--- src/hw/rsp_timer_pkg.sv ---
// Constants shared by the response timer and wait-extension control logic
package rsp_timer_pkg;

  // ----------------------------------------------------------------
  // Register map
  // ----------------------------------------------------------------
  localparam logic [15:0] GEN_CTRL_LO_ADDR = 16'hFFFE;
  localparam logic [15:0] GEN_CTRL_HI_ADDR = 16'hFFFF;
  localparam logic [15:0] GEN_CTRL_RESET = 16'h0000;
  // Stored bits of the control word; bit 0 is a write-only command
  localparam logic [15:0] GEN_CTRL_MASK = 16'h01FE;

  // Field positions inside the 16-bit control word
  localparam int SOFT_RESET_BIT = 0;
  localparam int RF_IFACE_EN_BIT = 1;
  localparam int INT_EN_BIT = 2;
  localparam int INT_HIGH_BIT = 3;
  localparam int INT_DRIVE_BIT = 4;
  localparam int PARITY_MODE_BIT = 5;
  localparam int STANDBY_EN_BIT = 6;
  localparam int AUTO_ACK_BIT = 8;

  // ----------------------------------------------------------------
  // Timing
  // ----------------------------------------------------------------
  localparam logic [3:0] FWI_MAX = 4'h8;
  localparam int FWI_WINDOW_MS = 77;
  localparam int CLK_MHZ = 50;
  localparam int RESP_TIMEOUT_MS = 55;
  // Timeout in clock cycles: milliseconds times 1000 times the clock in MHz
  localparam int RESP_TIMEOUT_CYC = RESP_TIMEOUT_MS * 1000 * CLK_MHZ;
  localparam int TMR_W = 22;
  localparam int MULT_W = 6;

  typedef enum logic [1:0] {
    ST_IDLE,
    ST_WAIT_HOST,
    ST_WTX,
    ST_EXTENDED
  } seq_state_t;

endpackage
--- src/hw/rf_response_timeout_wtx_ctrl.sv ---
// Host response timer, wait-extension sequencer and general control word
// Operation
// RQ1: Advertise frame waiting time integer 8
// RQ2: Internal timer defaults near 55 ms
// RQ3: Host command loads state, raises interrupt
// RQ4: Start timer when interrupt is raised
// RQ5: Expiry unserviced drives both pins low
// RQ6: Indicator held low during extension request
// RQ7: Copy multiplier into outgoing request field
// RQ8: After sending, release both pins high
// RQ9: Ignore reader frames while command pending
// RQ10: Expiry during extended wait does nothing
// RQ11: Host services within extended period
// RQ12: Low byte even address, high odd
// RQ13: Control at FFFE/FFFF, bits 15-9 zero
// RQ14: Bit 8 auto-acknowledges update commands
// RQ15: Host drains buffer fast with auto-ack
// RQ16: Standby only when all activity idle
// RQ17: Bit 1 gates all reader commands
// RQ18: Bit 2 off floats interrupt pin
// RQ19: Bit 3 selects interrupt polarity
// RQ20: Bit 0 write resets, reads zero
// RQ21: Timer stops on service, restarts per command
`timescale 1ns/100ps
`default_nettype none
module rf_response_timeout_wtx_ctrl #(
  parameter int unsigned RESP_TIMEOUT_CYC = rsp_timer_pkg::RESP_TIMEOUT_CYC
) (
  // Clock and reset
  input wire logic CLK,
  input wire logic RST,
  // Byte register port
  input wire logic [15:0] REG_ADDR,
  input wire logic REG_WR,
  input wire logic REG_RD,
  input wire logic [7:0] REG_WDATA,
  output logic [7:0] REG_RDATA,
  // Reader command side
  input wire logic RF_CMD_VALID,
  input wire logic RF_CMD_HOST,
  input wire logic RF_CMD_UPDATE,
  output logic RF_ACCEPT,
  output logic RF_DROP,
  output logic AUTO_ACK,
  output logic [3:0] FWI_CODE,
  // Wait-extension request
  input wire logic [5:0] WTX_MULT,
  input wire logic WTX_DONE,
  output logic WTX_REQ,
  output logic [5:0] WTX_MULT_OUT,
  // Host side
  input wire logic HOST_SERVICED,
  output logic INT_O,
  output logic INT_OE,
  output logic HOST_READY,
  output logic WTX_ACTIVE_N,
  // Power and reset
  input wire logic WDOG_EN,
  input wire logic SERIAL_BUSY,
  output logic STANDBY,
  output logic SOFT_RST_O
);

  // ----------------------------------------------------------------
  // State
  // ----------------------------------------------------------------
  rsp_timer_pkg::seq_state_t state_q;
  rsp_timer_pkg::seq_state_t state_d;
  logic [15:0] ctrl_q;
  logic [15:0] ctrl_d;
  logic pending_q;
  logic pending_d;
  logic [5:0] mult_q;
  logic [5:0] mult_d;
  logic [7:0] rdata_q;
  logic [7:0] rdata_d;
  logic srst_q;
  logic srst_d;
  logic stby_q;
  logic stby_d;
  logic wr_lo;
  logic wr_hi;
  logic accept;
  logic host_cmd;
  logic tmr_run;
  logic tmr_exp;

  function automatic logic [7:0] read_byte(input logic [15:0] addr, input logic [15:0] c);
    if (addr == rsp_timer_pkg::GEN_CTRL_LO_ADDR) begin
      read_byte = c[7:0]; // RQ12
    end else if (addr == rsp_timer_pkg::GEN_CTRL_HI_ADDR) begin
      read_byte = c[15:8];
    end else begin
      read_byte = 8'h00;
    end
  endfunction

  assign wr_lo = REG_WR && (REG_ADDR == rsp_timer_pkg::GEN_CTRL_LO_ADDR);
  assign wr_hi = REG_WR && (REG_ADDR == rsp_timer_pkg::GEN_CTRL_HI_ADDR);
  // A second frame cannot be buffered while the first is unserviced, and none is taken
  // while the extension request is still going out, so no command loses its own timer
  assign accept = RF_CMD_VALID && ctrl_q[rsp_timer_pkg::RF_IFACE_EN_BIT] && !pending_q &&
                  (state_q != rsp_timer_pkg::ST_WTX); // RQ9 RQ17
  assign host_cmd = accept && RF_CMD_HOST;

  // ----------------------------------------------------------------
  // Response timer
  // ----------------------------------------------------------------
  rsp_countdown #(
    .PERIOD_CYC(RESP_TIMEOUT_CYC) // RQ2
  ) u_timer (
    .CLK(CLK),
    .RST(RST),
    .start(host_cmd), // RQ4 RQ21
    .stop(HOST_SERVICED || srst_q), // RQ21
    .running(tmr_run),
    .expire(tmr_exp)
  );

  // ----------------------------------------------------------------
  // Next state
  // ----------------------------------------------------------------
  always_comb begin
    state_d = state_q;
    ctrl_d = ctrl_q;
    pending_d = pending_q;
    mult_d = mult_q;
    rdata_d = rdata_q;
    srst_d = wr_lo && REG_WDATA[rsp_timer_pkg::SOFT_RESET_BIT]; // RQ20
    if (REG_RD) begin
      rdata_d = read_byte(REG_ADDR, ctrl_q);
    end
    if (wr_lo) begin
      ctrl_d[7:0] = REG_WDATA & rsp_timer_pkg::GEN_CTRL_MASK[7:0]; // RQ20
    end
    if (wr_hi) begin
      ctrl_d[15:8] = REG_WDATA & rsp_timer_pkg::GEN_CTRL_MASK[15:8]; // RQ13
    end
    if (HOST_SERVICED) begin
      pending_d = 1'b0;
    end
    if (host_cmd) begin
      pending_d = 1'b1; // RQ3
    end
    case (state_q)
      rsp_timer_pkg::ST_IDLE: begin
        if (host_cmd) begin
          state_d = rsp_timer_pkg::ST_WAIT_HOST;
        end
      end
      rsp_timer_pkg::ST_WAIT_HOST: begin
        if (HOST_SERVICED) begin
          state_d = rsp_timer_pkg::ST_IDLE;
        end else if (tmr_exp) begin
          state_d = rsp_timer_pkg::ST_WTX; // RQ5
          mult_d = WTX_MULT; // RQ7
        end
      end
      rsp_timer_pkg::ST_WTX: begin
        if (WTX_DONE) begin
          state_d = pending_d ? rsp_timer_pkg::ST_EXTENDED : rsp_timer_pkg::ST_IDLE; // RQ8
        end
      end
      rsp_timer_pkg::ST_EXTENDED: begin
        // Only service or a soft reset ends the wait; a timer expiry is deliberately ignored
        if (!pending_q) begin
          // A command taken in the cycle the wait ends must still be tracked
          state_d = host_cmd ? rsp_timer_pkg::ST_WAIT_HOST : rsp_timer_pkg::ST_IDLE; // RQ10
        end
      end
      default: begin
        state_d = rsp_timer_pkg::ST_IDLE;
      end
    endcase
    // Standby waits for the reader interface, the watchdog and the serial port to be quiet
    stby_d = ctrl_q[rsp_timer_pkg::STANDBY_EN_BIT] && !ctrl_q[rsp_timer_pkg::RF_IFACE_EN_BIT] &&
             !WDOG_EN && !SERIAL_BUSY; // RQ16
    if (srst_q) begin
      state_d = rsp_timer_pkg::ST_IDLE;
      ctrl_d = rsp_timer_pkg::GEN_CTRL_RESET; // RQ20
      pending_d = 1'b0;
      mult_d = 6'h00;
      stby_d = 1'b0;
    end
  end

  always_ff @(posedge CLK or posedge RST) begin
    if (RST) begin
      state_q <= rsp_timer_pkg::ST_IDLE;
      ctrl_q <= rsp_timer_pkg::GEN_CTRL_RESET;
      pending_q <= 1'b0;
      mult_q <= 6'h00;
      rdata_q <= 8'h00;
      srst_q <= 1'b0;
      stby_q <= 1'b0;
    end else begin
      state_q <= state_d;
      ctrl_q <= ctrl_d;
      pending_q <= pending_d;
      mult_q <= mult_d;
      rdata_q <= rdata_d;
      srst_q <= srst_d;
      stby_q <= stby_d;
    end
  end

  // ----------------------------------------------------------------
  // Outputs
  // ----------------------------------------------------------------
  assign REG_RDATA = rdata_q;
  assign FWI_CODE = rsp_timer_pkg::FWI_MAX; // RQ1
  assign RF_ACCEPT = accept;
  assign RF_DROP = RF_CMD_VALID && !accept;
  assign AUTO_ACK = accept && RF_CMD_UPDATE && ctrl_q[rsp_timer_pkg::AUTO_ACK_BIT]; // RQ14
  assign WTX_REQ = (state_q == rsp_timer_pkg::ST_WTX);
  assign WTX_MULT_OUT = mult_q;
  assign HOST_READY = (state_q != rsp_timer_pkg::ST_WTX); // RQ5 RQ8
  assign WTX_ACTIVE_N = (state_q != rsp_timer_pkg::ST_WTX); // RQ6
  // Idle level is the inverse of the active level
  assign INT_O = pending_q ~^ ctrl_q[rsp_timer_pkg::INT_HIGH_BIT]; // RQ19
  assign INT_OE = ctrl_q[rsp_timer_pkg::INT_EN_BIT] &&
                  (pending_q || ctrl_q[rsp_timer_pkg::INT_DRIVE_BIT]); // RQ18
  assign STANDBY = stby_q;
  assign SOFT_RST_O = srst_q;
endmodule
`default_nettype wire

--- src/hw/rsp_countdown.sv ---
// Restartable one-shot countdown that pulses once on expiry
`timescale 1ns/100ps
`default_nettype none
module rsp_countdown #(
  parameter int unsigned PERIOD_CYC = rsp_timer_pkg::RESP_TIMEOUT_CYC
) (
  // Clock and reset
  input wire logic CLK,
  input wire logic RST,
  // Control
  input wire logic start,
  input wire logic stop,
  // Status
  output logic running,
  output logic expire
);

  logic [rsp_timer_pkg::TMR_W-1:0] cnt_q;
  logic [rsp_timer_pkg::TMR_W-1:0] cnt_d;
  logic run_q;
  logic run_d;
  logic exp_q;
  logic exp_d;

  localparam int CNT_W = rsp_timer_pkg::TMR_W;
  localparam logic [CNT_W-1:0] LOAD_VAL = CNT_W'(PERIOD_CYC - 1);

  always_comb begin
    cnt_d = cnt_q;
    run_d = run_q;
    exp_d = 1'b0;
    // Stop wins so a serviced command never sees a late expiry
    if (stop) begin
      run_d = 1'b0;
      cnt_d = '0;
    end else if (start) begin
      run_d = 1'b1;
      cnt_d = LOAD_VAL;
    end else if (run_q) begin
      if (cnt_q == '0) begin
        run_d = 1'b0;
        exp_d = 1'b1;
      end else begin
        cnt_d = cnt_q - 1'b1;
      end
    end
  end

  always_ff @(posedge CLK or posedge RST) begin
    if (RST) begin
      cnt_q <= '0;
      run_q <= 1'b0;
      exp_q <= 1'b0;
    end else begin
      cnt_q <= cnt_d;
      run_q <= run_d;
      exp_q <= exp_d;
    end
  end

  assign running = run_q;
  assign expire = exp_q;

endmodule
`default_nettype wire

--- config.mk ---
export PLATFORM = sky130hd
export DESIGN_NAME = rf_response_timeout_wtx_ctrl
export DESIGN_NICKNAME = d
export VERILOG_FILES = /design/src/hw/rsp_timer_pkg.sv /design/src/hw/rf_response_timeout_wtx_ctrl.sv /design/src/hw/rsp_countdown.sv
export SDC_FILE = /design/constraint.sdc
export NUM_CORES = 1
export LEC_CHECK = 0
export BUFFER_PORTS_ARGS = -buffer_cell sky130_fd_sc_hd__buf_2
export CAP_MARGIN = 10
export CORE_MARGIN = 2
export CORE_UTILIZATION = 28
export DETAILED_ROUTE_END_ITERATION = 12
export SLEW_MARGIN = 20
export SYNTH_ARGS = -nofsm -noshare
export SYNTH_HDL_FRONTEND = slang
export SYNTH_SLANG_ARGS = --single-unit
--- constraint.sdc ---
create_clock -name CLK -period 6.5 [get_ports CLK]
set_clock_uncertainty 0.1 [all_clocks]
set_input_delay 0.325 -clock CLK [delete_from_list [all_inputs] [get_ports CLK]]
set_output_delay 0.325 -clock CLK [all_outputs]
set_load 0.01 [all_outputs]
==> qor.yml <==
finalWorstSetupSlack_ns: 3.61
dr_wl_met2_mm: 2.90
rsz0062_at_grt: "false"
yosysUniqueCellTypes: 49
post_cts_resized: 0
final_max_slew_viol_count: 0
setup_viol: 0
fp.dieArea_sq_um: 10100
grt_max_degree: 52
instances_no_fill: 442
cap_violations: 0
grt_pass1_vias: 2204
critPathRequiredTime_ns: 6.63
synth_seq_area_share: 0.488
synth_area_per_cell_sq_um: 9.62
drt_pass1_iterations: 4
leakage_nw: 1.47
grt_pass1_wl_mm: 10.2
area_growth_pct: 19.5
crit_chain: "nor4_1, nand3b_1, o21ai_1, mux2_1, a21oi_1"
synth_largest_area_cell: "dfrtp_1"
fmax_ghz: 0.347
r2r_setup_slack_ns: 3.61
ys_ff_latch: 51
route.met3.wl_microns: 305
maxSlewHeadroom: 0.355
cts.path.max_buffers: 2
crit_cells: 5
finalCritPeriodShare: 0.444
crit_path_start_kind: "flop"
crit_slowest_cell: "o21ai_1"
status: "complete, no violations"
wirelength_mm: 6.11
synth_area_leaders: "dfrtp_1 49%, a21oi_1 4.6%, nand3_1 3.3%"
hold_slack_ns: 0.0507
period_needed_ns: 2.89
place_ws_ns: 3.70
synth_top_area_frac: 0.488
critical_path.max_stage_delay_ns: 0.78
tns_ns: 0
start_util: 0.286
ant_nets: 0
max-vdd-ir-drop_mv: 0.117
regArea_sq_um: 1280
gr-total-overflow: 0
via_per_inst: 5.06
clock_sinks: 51
netlist_instances: 272
path_buf_inv: 0
critPathKind: "reg2reg"
ios: 69
layout.nets: 372
std_cell_rows: 35
hold_buffers: 0
wl_per_cell_microns: 13.8
crit_fanout: 12
antenna_found_initial: 0
cts_tree: "built"
yosys_warnings: 0
root_buffer: "clkbuf_8"
cts_buffers: 5
fp.dieW_microns: 101
drcViolationCount: 0
clk_latency_ns: 0.31
grt_usage: 0.125
place_inst: 434
htreeDepth: 2
drt-initial-drc-count: 72
antennaDiodeCount: 0
chipHeight_microns: 101
clk_pin_slew_ns: 0.10
p_per_area_nw_per_um2: 205
critPathArrivalTime_ns: 3.01
hold_viol: 0
drive_above_1_share: 0.254
hp-class: "in2reg"
highest_layer: "met4"
portBuffers: 64
hpwlAfterDp_mm: 4.36
gp_congestion: 0.853
core_area_sq_um: 9150
cp-end-kind: "flop"
multi_input_area_sq_um: 1210
fill_cells: 905
reg2reg_depth: 5
worstMarginPinSlew_ns: 0.966
vias: 2236
syn_area_sq_um: 2620
crit_family: "simple AND/OR/NAND/NOR gates"
hold_depth: 2
cts_setup_buffers: 0
wl_met1_mm: 2.82
## logic make-up after synthesis
logic type               Yosys count  synth area share
AND/OR/NAND/NOR                  108             0.241
flip-flops                        51             0.488
buffers and inverters             30            0.0507
multiplexers                       8            0.0311
AO/OA/AOI/OAI                     60             0.142
other                              2           0.00287
XOR/XNOR                          12            0.0402
adder cells (fa/ha/maj)            1           0.00478
## placed cells by master, fill, tap and decap left out, types with 2 or more instances in the layout
| master | netlist | routed |
|---|---|---|
| or2_2 | 2 | 2 |
| dfrtp_1 | 51 | 51 |
| or3_1 | 7 | 7 |
| o31ai_1 | 4 | 4 |
| mux2i_1 | 7 | 7 |
| o2111ai_1 | 5 | 5 |
| o21ai_0 | 13 | 13 |
| xor2_1 | 9 | 9 |
| nand4_1 | 6 | 6 |
| or4_4 | 2 | 2 |
| buf_2 | 1 | 64 |
| or4_1 | 6 | 6 |
| nand3_1 | 17 | 17 |
| nand2b_1 | 4 | 4 |
| inv_1 | 14 | 13 |
| o211ai_1 | 3 | 3 |
| nor3_1 | 4 | 4 |
| conb_1 | 2 | 4 |
| nor2_1 | 16 | 16 |
| xnor2_1 | 3 | 3 |
| nor2b_1 | 4 | 4 |
| and3_1 | 2 | 2 |
| a31oi_1 | 6 | 6 |
| a21oi_1 | 24 | 24 |
| nand3b_1 | 2 | 2 |
| clkbuf_8 | 0 | 5 |
| nand2_1 | 17 | 17 |
| nor4_1 | 7 | 7 |
## final timing paths
| kind | start | endpoint |
|---|---|---|
| min in group asynchronous | RST | REG_RDATA[3] |
| max in group asynchronous | RST | u_timer.cnt_q[6] |
| hold reg to reg | ctrl_q[5] | REG_RDATA[5] |
| setup reg to reg | u_timer.cnt_q[15] | u_timer.cnt_q[1] |
| hold / removal | WDOG_EN | STANDBY |
| setup / recovery | u_timer.cnt_q[15] | u_timer.cnt_q[1] |
## metrics by stage
stage / area, sq um / util / power, mW
2_1_floorplan: 2620 / - / 0.392
3_3_place_gp: 3010 / 0.329 / 0.418
3_5_place_dp: 3010 / 0.329 / 0.418
4_1_cts: 3130 / 0.342 / 0.650
5_1_grt: 3130 / 0.342 / 0.672
6_report: 3130 / 0.342 / 0.641
## Yosys cell counts, drive strengths merged
library cell,number
or3b,1
nor3,4
and2,1
o21ai,14
nand3b,2
or4,8
and4,1
inv,14
mux2i,7
a21oi,24
nor3b,2
o22a,1
nor2,16
a31oi,6
xor2,9
dfrtp,51
nand4,6
o2111ai,5
o211ai,4
and3,2
buf,7
o31ai,4
mux2,1
conb,2
nor2b,4
ha,1
nor4b,1
nor4,9
a211o,1
nand2b,4
or2,3
clkbuf,9
xnor2,3
nand3,17
nand4b,1
o21a,1
and4b,1
or3,8
nand2,17
## power breakdown
| part | internal (mW) | switching [mW] |
|---|---|---|
| combinational | 0.0363 | 0.0406 |
| sequential | 0.323 | 0.0106 |
| clock | 0.117 | 0.114 |
## worst register-to-register path, stage by stage, from the launching register on
cell,delay [ns]
dfrtp_1,0.42
nor4_1,0.50
nand3b_1,0.49
o21ai_1,0.78
mux2_1,0.38
a21oi_1,0.13
## area by class of cell
type                    instances  share of cell area
clock buffers                   5              0.0220
clock inverters                 3              0.0152
inverters                      14              0.0168
multi-input cells             193               0.389
flip-flops and latches         51               0.408
well taps                     111              0.0444
repair buffers                 65               0.105
## metal layers
layer	global-route usage	up-vias
met2	0.209	74
li1	-	1090
met1	0.160	1063
met5	0	-
met4	0.0411	0
met3	0.0264	9
## sequential cells by signal (all words and copies together), names as in the netlist
signal / cells
u_timer.cnt_q: 22
REG_RDATA: 8
u_timer.expire: 1
WTX_MULT_OUT: 6
u_timer.running: 1
state_q: 2
STANDBY: 1
SOFT_RST_O: 1
pending_q: 1
ctrl_q: 8
Note: power is estimated with default switching activity, not from simulation.
